==> src/rtl/frac_phase_pkg.sv <==
// Package with register map, field layout and reset values of the fraction/phase bank
package frac_phase_pkg;
    localparam logic [7:0] ADDR_PFRAC0     = 8'h14;
    localparam logic [7:0] ADDR_PFRAC1     = 8'h15;
    localparam logic [7:0] ADDR_PFRAC2     = 8'h16;
    localparam logic [7:0] ADDR_PFRAC3_AUX = 8'h17;
    localparam logic [7:0] ADDR_AUXFRAC_HI = 8'h18;
    localparam logic [7:0] ADDR_AUXMOD_LO  = 8'h19;
    localparam logic [7:0] ADDR_AUXMOD_HI  = 8'h1A;
    localparam logic [7:0] ADDR_PHASE0     = 8'h1B;
    localparam logic [7:0] ADDR_PHASE1     = 8'h1C;
    localparam logic [7:0] ADDR_PHASE2     = 8'h1D;

    localparam int PFRAC_W  = 25;
    localparam int AUX_W    = 14;
    localparam int PHASE_W  = 24;
    localparam int PHASE_EN_BIT = 6;

    localparam logic [7:0] RST_ZERO      = 8'h00;
    localparam logic [7:0] RST_AUXMOD_LO = 8'hE8;
    localparam logic [7:0] RST_AUXMOD_HI = 8'h03;
    localparam logic [7:0] MASK_AUXFRAC_HI = 8'h7F;
    localparam logic [7:0] MASK_AUXMOD_HI  = 8'h7F;

    // Values handed to the divider
    typedef struct packed {
        logic [PFRAC_W-1:0] primary_fraction_value;
        logic [AUX_W-1:0]   auxiliary_fraction_value;
        logic [AUX_W-1:0]   auxiliary_modulus_value;
    } divider_word_t;

    // Phase adjust request
    typedef struct packed {
        logic               phase_shift_enable;
        logic [PHASE_W-1:0] phase_offset;
    } phase_cfg_t;
endpackage : frac_phase_pkg

==> src/rtl/fractional_divider_phase_regs.sv <==
// Fraction, auxiliary modulus and phase-offset register bank with buffered divider hand-over
//
// Overview of operation
// - 25-bit primary fraction over four bytes, reset zero
// - 14-bit auxiliary fraction in 0x17[7:1], 0x18[6:0]
// - Auxiliary modulus, reset low 0xE8, high 0x3
// - Bit 6 of 0x1A enables phase shift
// - Enabled phase shift advances relative to present phase
// - 24-bit phase offset word, three bytes, reset zero
// - Divider values update on integer low byte write
`timescale 1ns/1ps
module fractional_divider_phase_regs (
    input  wire logic                         i_ref_clk,        // 20 MHz clock
    input  wire logic                         i_rst_n,          // Sync reset, active low
    input  wire logic                         i_wr_en,          // Register write strobe
    input  wire logic                         i_rd_en,          // Register read strobe
    input  wire logic [7:0]                   i_addr,           // Register address
    input  wire logic [7:0]                   i_wdata,          // Write data
    input  wire logic                         i_int_low_wr,     // Integer low byte written
    output logic      [7:0]                   o_rdata,          // Read data, registered
    output logic                              o_rd_hit,         // Read address in bank
    output frac_phase_pkg::divider_word_t     o_divider,        // Buffered divider values
    output logic                              o_divider_load,   // Divider values updated
    output frac_phase_pkg::phase_cfg_t        o_phase_cfg,      // Phase adjust settings
    output logic                              o_phase_step,     // Apply relative phase step
    output logic      [frac_phase_pkg::PHASE_W-1:0] o_phase_acc // Accumulated output phase
);

    ////////////////////////////////////////////////////////////////////////////
    // Register storage
    logic [7:0] pfrac0;
    logic [7:0] next_pfrac0;
    logic [7:0] pfrac1;
    logic [7:0] next_pfrac1;
    logic [7:0] pfrac2;
    logic [7:0] next_pfrac2;
    logic [7:0] pfrac3_aux;
    logic [7:0] next_pfrac3_aux;
    logic [7:0] auxfrac_hi;
    logic [7:0] next_auxfrac_hi;
    logic [7:0] auxmod_lo;
    logic [7:0] next_auxmod_lo;
    logic [7:0] auxmod_hi;
    logic [7:0] next_auxmod_hi;
    logic [7:0] phase0;
    logic [7:0] next_phase0;
    logic [7:0] phase1;
    logic [7:0] next_phase1;
    logic [7:0] phase2;
    logic [7:0] next_phase2;

    function automatic logic wr_hit(input logic [7:0] adr);
        wr_hit = i_wr_en && (i_addr == adr);
    endfunction : wr_hit

    ////////////////////////////////////////////////////////////////////////////
    // Primary fraction bits 7:0
    always_comb begin
        next_pfrac0 = pfrac0;
        if (wr_hit(frac_phase_pkg::ADDR_PFRAC0)) begin
            next_pfrac0 = i_wdata;
        end
    end

    always_ff @(posedge i_ref_clk) begin
        if (!i_rst_n) begin
            pfrac0 <= frac_phase_pkg::RST_ZERO;
        end else begin
            pfrac0 <= next_pfrac0;
        end
    end

    ////////////////////////////////////////////////////////////////////////////
    // Primary fraction bits 15:8
    always_comb begin
        next_pfrac1 = pfrac1;
        if (wr_hit(frac_phase_pkg::ADDR_PFRAC1)) begin
            next_pfrac1 = i_wdata;
        end
    end

    always_ff @(posedge i_ref_clk) begin
        if (!i_rst_n) begin
            pfrac1 <= frac_phase_pkg::RST_ZERO;
        end else begin
            pfrac1 <= next_pfrac1;
        end
    end

    ////////////////////////////////////////////////////////////////////////////
    // Primary fraction bits 23:16
    always_comb begin
        next_pfrac2 = pfrac2;
        if (wr_hit(frac_phase_pkg::ADDR_PFRAC2)) begin
            next_pfrac2 = i_wdata;
        end
    end

    always_ff @(posedge i_ref_clk) begin
        if (!i_rst_n) begin
            pfrac2 <= frac_phase_pkg::RST_ZERO;
        end else begin
            pfrac2 <= next_pfrac2;
        end
    end

    ////////////////////////////////////////////////////////////////////////////
    // Primary fraction bit 24 and auxiliary fraction bits 6:0
    always_comb begin
        next_pfrac3_aux = pfrac3_aux;
        if (wr_hit(frac_phase_pkg::ADDR_PFRAC3_AUX)) begin
            next_pfrac3_aux = i_wdata;
        end
    end

    always_ff @(posedge i_ref_clk) begin
        if (!i_rst_n) begin
            pfrac3_aux <= frac_phase_pkg::RST_ZERO;
        end else begin
            pfrac3_aux <= next_pfrac3_aux;
        end
    end

    ////////////////////////////////////////////////////////////////////////////
    // Auxiliary fraction bits 13:7, top bit reserved
    always_comb begin
        next_auxfrac_hi = auxfrac_hi;
        if (wr_hit(frac_phase_pkg::ADDR_AUXFRAC_HI)) begin
            next_auxfrac_hi = i_wdata & frac_phase_pkg::MASK_AUXFRAC_HI;
        end
    end

    always_ff @(posedge i_ref_clk) begin
        if (!i_rst_n) begin
            auxfrac_hi <= frac_phase_pkg::RST_ZERO;
        end else begin
            auxfrac_hi <= next_auxfrac_hi;
        end
    end

    ////////////////////////////////////////////////////////////////////////////
    // Auxiliary modulus bits 7:0
    always_comb begin
        next_auxmod_lo = auxmod_lo;
        if (wr_hit(frac_phase_pkg::ADDR_AUXMOD_LO)) begin
            next_auxmod_lo = i_wdata;
        end
    end

    always_ff @(posedge i_ref_clk) begin
        if (!i_rst_n) begin
            auxmod_lo <= frac_phase_pkg::RST_AUXMOD_LO;
        end else begin
            auxmod_lo <= next_auxmod_lo;
        end
    end

    ////////////////////////////////////////////////////////////////////////////
    // Auxiliary modulus bits 13:8 and phase shift enable, top bit reserved
    always_comb begin
        next_auxmod_hi = auxmod_hi;
        if (wr_hit(frac_phase_pkg::ADDR_AUXMOD_HI)) begin
            next_auxmod_hi = i_wdata & frac_phase_pkg::MASK_AUXMOD_HI;
        end
    end

    always_ff @(posedge i_ref_clk) begin
        if (!i_rst_n) begin
            auxmod_hi <= frac_phase_pkg::RST_AUXMOD_HI;
        end else begin
            auxmod_hi <= next_auxmod_hi;
        end
    end

    ////////////////////////////////////////////////////////////////////////////
    // Phase offset bits 7:0
    always_comb begin
        next_phase0 = phase0;
        if (wr_hit(frac_phase_pkg::ADDR_PHASE0)) begin
            next_phase0 = i_wdata;
        end
    end

    always_ff @(posedge i_ref_clk) begin
        if (!i_rst_n) begin
            phase0 <= frac_phase_pkg::RST_ZERO;
        end else begin
            phase0 <= next_phase0;
        end
    end

    ////////////////////////////////////////////////////////////////////////////
    // Phase offset bits 15:8
    always_comb begin
        next_phase1 = phase1;
        if (wr_hit(frac_phase_pkg::ADDR_PHASE1)) begin
            next_phase1 = i_wdata;
        end
    end

    always_ff @(posedge i_ref_clk) begin
        if (!i_rst_n) begin
            phase1 <= frac_phase_pkg::RST_ZERO;
        end else begin
            phase1 <= next_phase1;
        end
    end

    ////////////////////////////////////////////////////////////////////////////
    // Phase offset bits 23:16
    always_comb begin
        next_phase2 = phase2;
        if (wr_hit(frac_phase_pkg::ADDR_PHASE2)) begin
            next_phase2 = i_wdata;
        end
    end

    always_ff @(posedge i_ref_clk) begin
        if (!i_rst_n) begin
            phase2 <= frac_phase_pkg::RST_ZERO;
        end else begin
            phase2 <= next_phase2;
        end
    end

    ////////////////////////////////////////////////////////////////////////////
    // Register read port
    logic [7:0] next_rdata;
    logic       next_rd_hit;

    always_comb begin
        next_rd_hit = 1'b1;
        case (i_addr)
            frac_phase_pkg::ADDR_PFRAC0:     next_rdata = pfrac0;
            frac_phase_pkg::ADDR_PFRAC1:     next_rdata = pfrac1;
            frac_phase_pkg::ADDR_PFRAC2:     next_rdata = pfrac2;
            frac_phase_pkg::ADDR_PFRAC3_AUX: next_rdata = pfrac3_aux;
            frac_phase_pkg::ADDR_AUXFRAC_HI: next_rdata = auxfrac_hi;
            frac_phase_pkg::ADDR_AUXMOD_LO:  next_rdata = auxmod_lo;
            frac_phase_pkg::ADDR_AUXMOD_HI:  next_rdata = auxmod_hi;
            frac_phase_pkg::ADDR_PHASE0:     next_rdata = phase0;
            frac_phase_pkg::ADDR_PHASE1:     next_rdata = phase1;
            frac_phase_pkg::ADDR_PHASE2:     next_rdata = phase2;
            default: begin
                next_rdata  = 8'h00;
                next_rd_hit = 1'b0;
            end
        endcase
        if (!i_rd_en) begin
            next_rdata  = o_rdata;
            next_rd_hit = o_rd_hit;
        end
    end

    always_ff @(posedge i_ref_clk) begin
        if (!i_rst_n) begin
            o_rdata  <= 8'h00;
            o_rd_hit <= 1'b0;
        end else begin
            o_rdata  <= next_rdata;
            o_rd_hit <= next_rd_hit;
        end
    end

    ////////////////////////////////////////////////////////////////////////////
    // Double buffer toward the divider and relative phase stepping
    // Hand-over takes the values held before the trigger edge
    frac_phase_pkg::divider_word_t      shadow_word;
    frac_phase_pkg::divider_word_t      next_divider;
    frac_phase_pkg::phase_cfg_t         next_phase_cfg;
    logic                               next_divider_load;
    logic                               next_phase_step;
    logic [frac_phase_pkg::PHASE_W-1:0] next_phase_acc;

    always_comb begin
        shadow_word.primary_fraction_value   = {pfrac3_aux[0], pfrac2, pfrac1, pfrac0};
        shadow_word.auxiliary_fraction_value = {auxfrac_hi[6:0], pfrac3_aux[7:1]};
        shadow_word.auxiliary_modulus_value  = {auxmod_hi[5:0], auxmod_lo};
        next_phase_cfg.phase_shift_enable    = auxmod_hi[frac_phase_pkg::PHASE_EN_BIT];
        next_phase_cfg.phase_offset          = {phase2, phase1, phase0};
        next_divider      = i_int_low_wr ? shadow_word : o_divider;
        next_divider_load = i_int_low_wr;
        // Step taken with the buffered update so phase moves with new settings
        next_phase_step   = i_int_low_wr && next_phase_cfg.phase_shift_enable;
        next_phase_acc    = next_phase_step ? o_phase_acc + next_phase_cfg.phase_offset
                                            : o_phase_acc;
    end

    always_ff @(posedge i_ref_clk) begin
        if (!i_rst_n) begin
            o_divider.primary_fraction_value   <= '0;
            o_divider.auxiliary_fraction_value <= '0;
            o_divider.auxiliary_modulus_value  <= {frac_phase_pkg::RST_AUXMOD_HI[5:0],
                                                   frac_phase_pkg::RST_AUXMOD_LO};
            o_divider_load <= 1'b0;
            o_phase_cfg    <= '0;
            o_phase_step   <= 1'b0;
            o_phase_acc    <= '0;
        end else begin
            o_divider      <= next_divider;
            o_divider_load <= next_divider_load;
            o_phase_cfg    <= next_phase_cfg;
            o_phase_step   <= next_phase_step;
            o_phase_acc    <= next_phase_acc;
        end
    end

endmodule : fractional_divider_phase_regs

==> config.mk <==
export PLATFORM = sky130hd
export DESIGN_NAME = fractional_divider_phase_regs
export DESIGN_NICKNAME = d
export VERILOG_FILES = /design/src/rtl/frac_phase_pkg.sv /design/src/rtl/fractional_divider_phase_regs.sv
export SDC_FILE = /design/constraint.sdc
export NUM_CORES = 1
export LEC_CHECK = 0
export BUFFER_PORTS_ARGS = -buffer_cell sky130_fd_sc_hd__buf_2
export CAP_MARGIN = 15
export CORE_MARGIN = 4
export CORE_UTILIZATION = 53
export CTS_BUF_LIST = sky130_fd_sc_hd__clkbuf_4 sky130_fd_sc_hd__clkbuf_8
export DETAILED_ROUTE_END_ITERATION = 6
export PLACE_DENSITY = 0.79
export SKIP_LAST_GASP = 1
export SYNTH_ARGS = -nofsm -noshare
export SYNTH_HDL_FRONTEND = slang
export SYNTH_SLANG_ARGS = --single-unit
==> constraint.sdc <==
create_clock -name i_ref_clk -period 2.4 [get_ports i_ref_clk]
set_input_delay 0.12 -clock i_ref_clk [delete_from_list [all_inputs] [get_ports i_ref_clk]]
set_output_delay 0.12 -clock i_ref_clk [all_outputs]
set_load 0.01 [all_outputs]
==> results of run 1 <==
metrics by stage:
step | worst slack, ns | std cells | hold slack [ns]
2_1_floorplan | 0.0407 | 892 | 0.210
3_3_place_gp | -0.199 | 1227 | 0.404
3_5_place_dp | -0.285 | 1227 | 0.405
4_1_cts | 0.000208 | 1264 | 0.00950
5_1_grt | -0.0650 | 1266 | 0.0277
6_report | 0.0402 | 1266 | 0.0368
registers in the layout (all words and copies together) (netlist names):
register        flops
phase2              8
o_rd_hit            1
o_phase_acc        24
auxfrac_hi          7
pfrac3_aux          8
o_phase_cfg        25
phase0              8
pfrac2              8
o_divider_load      1
o_rdata             8
pfrac0              8
o_phase_step        1
pfrac1              8
auxmod_lo           8
o_divider          53
auxmod_hi           7
phase1              8
worst max-delay path: stages, from the launching register on:
cell and delay (ns):
dfxtp_2 0.34, ha_2 0.19, fa_2 0.35, a21oi_2 0.16, o211ai_1 0.16, a211oi_2 0.35
o21ai_2 0.13, a31oi_2 0.22, nor4b_1 0.09, a211o_1 0.26
logic make-up (layout without fill, tap and decap cells):
family	count (synthesis)	in the layout
AO/OA/AOI/OAI	149	149
XOR/XNOR	13	13
adder cells (fa/ha/maj)	24	24
buffers and inverters	66	223
flip-flops	191	191
multiplexers	137	137
other	0	1
AND/OR/NAND/NOR	312	312
worst paths after layout:
path                            depth (start not counted)                   startpoint                           end
worst min register to register                          2      o_rdata[4]$_SDFFE_PN0P_       o_rdata[4]$_SDFFE_PN0P_
worst max-delay path                                    9  o_phase_acc[0]$_SDFFE_PN0P_  o_phase_acc[20]$_SDFFE_PN0P_
worst max register to register                          9  o_phase_acc[0]$_SDFFE_PN0P_  o_phase_acc[20]$_SDFFE_PN0P_
worst min-delay path                                    3                   i_wdata[6]        phase0[6]$_SDFFE_PN0P_
placed cells by master, fill, tap and decap left out, types with 5 or more instances in the layout:
master    count
nand2_1      74
dfxtp_1     189
a21o_1       12
o21ai_0      32
nand3_1      20
a21oi_1      20
a221oi_1      6
nor3b_1       6
a21boi_0     13
ha_1         21
mux2i_1     126
inv_1         8
clkbuf_8     18
xnor2_1       5
inv_6         5
o211a_1       5
nor2_1       22
buf_4        47
nor2b_1     114
xor2_1        8
and3_1        8
a22oi_1       9
mux4_2        6
and2_1       35
mux2_2        5
buf_2       132
layer usage:
| metal | vias to the layer above | wire, um | GRT usage |
|---|---|---|---|
| li1 | 3425 | - | - |
| met1 | 3426 | 10300 | 0.341 |
| met2 | 231 | 10900 | 0.394 |
| met3 | 36 | 1550 | 0.0544 |
| met4 | 0 | 508 | 0.0787 |
| met5 | - | 0 | 0 |
power breakdown:
part           internal (mW)  leakage, nW  total, mW  switching [mW]
sequential              3.17         1.54       3.18         0.00322
combinational          0.104         3.13      0.261           0.157
clock                  0.889        0.201       2.13            1.24
area by class of cell:
cell class / count / share of cell area
diodes: 1 / 0.000242
clock inverters: 14 / 0.0141
inverters: 8 / 0.00290
well taps: 216 / 0.0261
repair buffers: 183 / 0.104
multi-input cells: 635 / 0.459
flip-flops and latches: 191 / 0.370
clock buffers: 18 / 0.0239
repair_timing:
| action | CTS | global route |
|---|---|---|
| endpoints found under the hold margin | 3 | 0 |
| gates resized for setup | 6 | 13 |
| hold buffers | 2 | 0 |
| setup endpoints to repair | 5 | 7 |
| pin swaps | 4 | 9 |
| buffers inserted | 3 | 1 |
==> impl_metrics.csv, run 1 <==
group,metric,value,unit
status,status,"finished, final reports clean",
die,row_count,46,
final_layout,drive_above_1_share,0.244,
routing,routed-via-count,7118,
sta,finalSetupViolations,0,
placed_design,place_area,9840,um2
sta,rsz0062_at_grt,"true",
routing,final_antenna_net_count,0,
die,initial_utilization,0.547,
setup_path,critPathKind,"reg -> reg",
clock_network,h-tree-depth,4,
sta,worstMarginPinSlew,0.940,ns
final_layout,synthToLayoutAreaGrowth,17.8,%
routing,drt-total-wl,23200,um
power,vdd_ir_drop_max,0.344,mV
final_layout,multi_input_area,4760,um2
die,fp.coreArea,16100,um2
worst_hold_path,min_path_type,"in -> reg",
routing,wl_per_cell,18.4,um
yosys,synth_ff_type,"dfxtp_1",
yosys,async_reset_ff_frac,0,
power,leakage,4.87,nW
die,die_w,137,um
routing,viasPerCell,5.62,
yosys,synth-xor-area-share,0.0130,
sta,hold_viol,0,
yosys,seq_area_frac_synth,0.435,
setup_path,cp-start-kind,"register",
clock_network,clock-root-buffer,"clkbuf_8",
yosys,synthSimpleGateAreaFrac,0.204,
clock_network,cts_tree,"built",
yosys,synth_top_family_by_area,"simple AND/OR/NAND/NOR gates",
yosys,synth_edf_count,0,
grt,antenna_found_initial,1,
sta,final.period_utilization,0.983,
routing,first_pass_iters,6,
setup_path,worstPathArrival,2.72,ns
placed_design,routabilityCongestion,0.930,
sta,clock.fmax,424,MHz
yosys,synth_top_cells_by_count,"191 x dfxtp_1, 126 x mux2i_1, 115 x nor2b_1",
yosys,synth_top_area_share,0.435,
setup_path,r2r_setup_slack,0.04,ns
clock_network,cts_made_buffers,17,
yosys,synth_area_per_cell,9.86,um2
placed_design,portBuffers,133,
yosys,synth_cell_type_count,74,
die,die_y,137,um
final_layout,finalNetCount,1081,
yosys,yosys.area.top_type,"dfxtp_1",
grt,grt_start_max_net_pins,79,
yosys,synthTopCellsByArea,"dfxtp_1 43%, mux2i_1 14%, nor2b_1 8.2%",
routing,drt_iter0_drc,551,
grt,grt-ovfl-total,0,
sta,drv_slew,0,
clock_network,cts.sinks,191,
clock_network,clkTransAtPathRegs,0.10,ns
die,num_io_pins,134,
setup_path,worstPathMaxFanout,2,
setup_path,required,2.76,ns
power,power_density,538,nW/um2
grt,grt_pass1_vias,6725,
sta,relSlewSlack,0.373,
final_layout,final_util,0.645,
yosys,syn_area,8790,um2
yosys,synth_fa_ha_area_frac,0.0350,
final_layout,nFillCells,1349,
yosys,yosys_warnings,0,
power,fin_total_pwr,5.57,mW
yosys,synth_cells,892,
final_layout,register_area,3830,um2
grt,grt_first_pass_wirelength,36000,um
final_layout,final_area,10400,um2
sta,fin_setup_tns,0,ns
yosys,synth_fp_nets,937,
setup_path,cp-end-kind,"register",
sta,layout_min_cycle_time,2.36,ns
grt,grt_use_total,0.249,
yosys,ys_ff_latch,191,
clock_network,clkLatencyLatePin,0.48,ns
yosys,synthMuxAreaShare,0.165,
yosys,yosysMostFrequentCell,"dfxtp_1",
routing,drc,0,
placed_design,place_hpwl,16700,um
run,cap_violations,0,
die,die-area,18700,um2
clock_network,ctsLongestPathBuffers,2,
yosys,synth_compound_area_frac,0.117,
sta,fin_skew,0.0116,ns
Note: power is estimated with default switching activity, not from simulation.
==> run 2: changes to the inputs <==
- RECOVER_POWER: not set -> 100
==> impl_metrics.csv, run 2 (synthesis results as in run 1) <==
group,metric,value,unit
clock_network,cts.sinks,191,
setup_path,cp-end-kind,"register",
setup_path,critPathKind,"reg -> reg",
setup_path,required,2.77,ns
placed_design,dp_slack,-0.285,ns
setup_path,reg2reg_from,"phase0[0]$_SDFFE_PN0P_",
routing,first_pass_iters,5,
clock_network,clock-root-buffer,"clkbuf_8",
routing,viasPerCell,5.62,
placed_design,routabilityCongestion,0.930,
power,power_density,549,nW/um2
sta,drv_slew,55,
sta,final.period_utilization,0.974,
placed_design,place_hpwl,16700,um
sta,layout_setup_ws,0.0633,ns
final_layout,regMostFlops,"o_divider",
setup_path,worstPathMaxFanout,2,
routing,final_antenna_net_count,0,
sta,fin_setup_tns,0,ns
die,die_y,137,um
die,fp.coreArea,16100,um2
routing,drt-total-wl,23300,um
power,vdd_ir_drop_max,0.345,mV
grt,grt_start_max_net_pins,79,
grt,grt_use_total,0.249,
die,initial_utilization,0.547,
power,leakage,4.34,nW
die,die-area,18700,um2
clock_network,ctsLongestPathBuffers,2,
final_layout,final_util,0.632,
final_layout,layout_common_cells,"189 x dfxtp_1, 126 x mux2i_1, 122 x clkbuf_1",
worst_hold_path,holdCritStartpoint,"i_wdata[5]",
clock_network,clkTransAtPathRegs,0.10,ns
sta,hold_ws,0.0446,ns
worst_hold_path,min_path_type,"in -> reg",
power,fin_total_pwr,5.57,mW
sta,relSlewSlack,-0.215,
run,cap_violations,1,
die,num_io_pins,134,
sta,layout_min_cycle_time,2.34,ns
sta,fin_skew,0.0108,ns
worst_hold_path,min_path_cells,3,
sta,clock.fmax,428,MHz
placed_design,portBuffers,133,
grt,antenna_found_initial,1,
final_layout,fin_cells,1266,
routing,drc,0,
grt,grt_first_pass_wirelength,36000,um
clock_network,cts_tree,"built",
setup_path,worstPathArrival,2.70,ns
die,die_w,137,um
final_layout,largest_register_ffs,53,
placed_design,place_area,9840,um2
worst_hold_path,min_to,"phase0[5]$_SDFFE_PN0P_",
placed_design,placed_cells,1227,
setup_path,cp-start-kind,"register",
setup_path,r2r-end,"o_phase_acc[20]$_SDFFE_PN0P_",
final_layout,final_area,10100,um2
sta,finalSetupViolations,0,
final_layout,top_regs,"o_divider: 53 flops, o_phase_cfg: 25 flops, o_phase_acc: 24 flops",
final_layout,synthToLayoutAreaGrowth,15.4,%
sta,hold_viol,0,
clock_network,cts_made_buffers,17,
final_layout,final_common_cell,"dfxtp_1",
sta,rsz0062_at_grt,"true",
routing,routed-via-count,7111,
setup_path,worstRegToRegCells,9,
routing,wl_per_cell,18.4,um
grt,grt-ovfl-total,0,
final_layout,drive_above_1_share,0.124,
die,row_count,46,
grt,grt_pass1_vias,6725,
setup_path,r2r_setup_slack,0.06,ns
status,violations,"max-capacitance violations, max-slew violations",
final_layout,nFillCells,1420,
status,status,"finished, violations left",
routing,drt_iter0_drc,519,
final_layout,finalNetCount,1081,
clock_network,clkLatencyLatePin,0.48,ns
clock_network,h-tree-depth,4,
sta,worstMarginPinSlew,1.82,ns
setup_path,startpoint,"phase0[0]$_SDFFE_PN0P_",
-- run 2: where the power goes --
part / internal (mW) / switching [mW]
logic: 0.105 / 0.155
clock network: 0.889 / 1.25
registers: 3.17 / 0.00331
-- run 2: timing repair --
action	in CTS	in global routing
hold endpoints to repair	3	0
setup endpoints to repair	5	7
hold buffers	2	0
pin swaps	4	9
setup buffers	3	1
gates cloned	0	0
resized for setup	6	13
-- run 2: cell type report --
| type | count | area (um2) | area share |
|---|---|---|---|
| diodes | 1 | 2.50 | 0.000247 |
| clock buffers | 18 | 248 | 0.0244 |
| clock inverters | 14 | 146 | 0.0144 |
| inverters | 8 | 30.0 | 0.00296 |
| multi-input cells | 635 | 4730 | 0.466 |
| flip-flops and latches | 191 | 3830 | 0.377 |
| well taps | 216 | 270 | 0.0266 |
| repair buffers | 183 | 893 | 0.0880 |
-- run 2: layer usage --
| metal | part of all wire | GRT usage | routed length, um |
|---|---|---|---|
| met1 | 0.45 | 0.341 | 10500 |
| met2 | 0.46 | 0.394 | 10800 |
| met3 | 0.061 | 0.0544 | 1430 |
| met4 | 0.023 | 0.0787 | 529 |
| met5 | 0 | 0 | 0 |
-- run 2: how the worst max path moves through the flow --
stage                                   end  slack, ns  cells past startpoint
2_1_floorplan  o_phase_acc[20]$_SDFFE_PN0P_       0.04                      9
3_3_place_gp   o_phase_acc[20]$_SDFFE_PN0P_      -0.20                      9
3_5_place_dp   o_phase_acc[20]$_SDFFE_PN0P_      -0.29                      9
4_1_cts        o_phase_acc[20]$_SDFFE_PN0P_     0.0002                      9
5_1_grt              phase0[1]$_SDFFE_PN0P_      -0.11                      8
6_report       o_phase_acc[20]$_SDFFE_PN0P_       0.06                      9
-- run 2: worst max-delay path, cell delays in order, from the launching register on --
cell	delay, ns
dfxtp_2	0.34
ha_2	0.18
fa_2	0.35
a21oi_2	0.16
o211ai_1	0.16
a211oi_2	0.33
o21ai_2	0.13
a31oi_2	0.22
nor4b_1	0.09
a211o_1	0.26
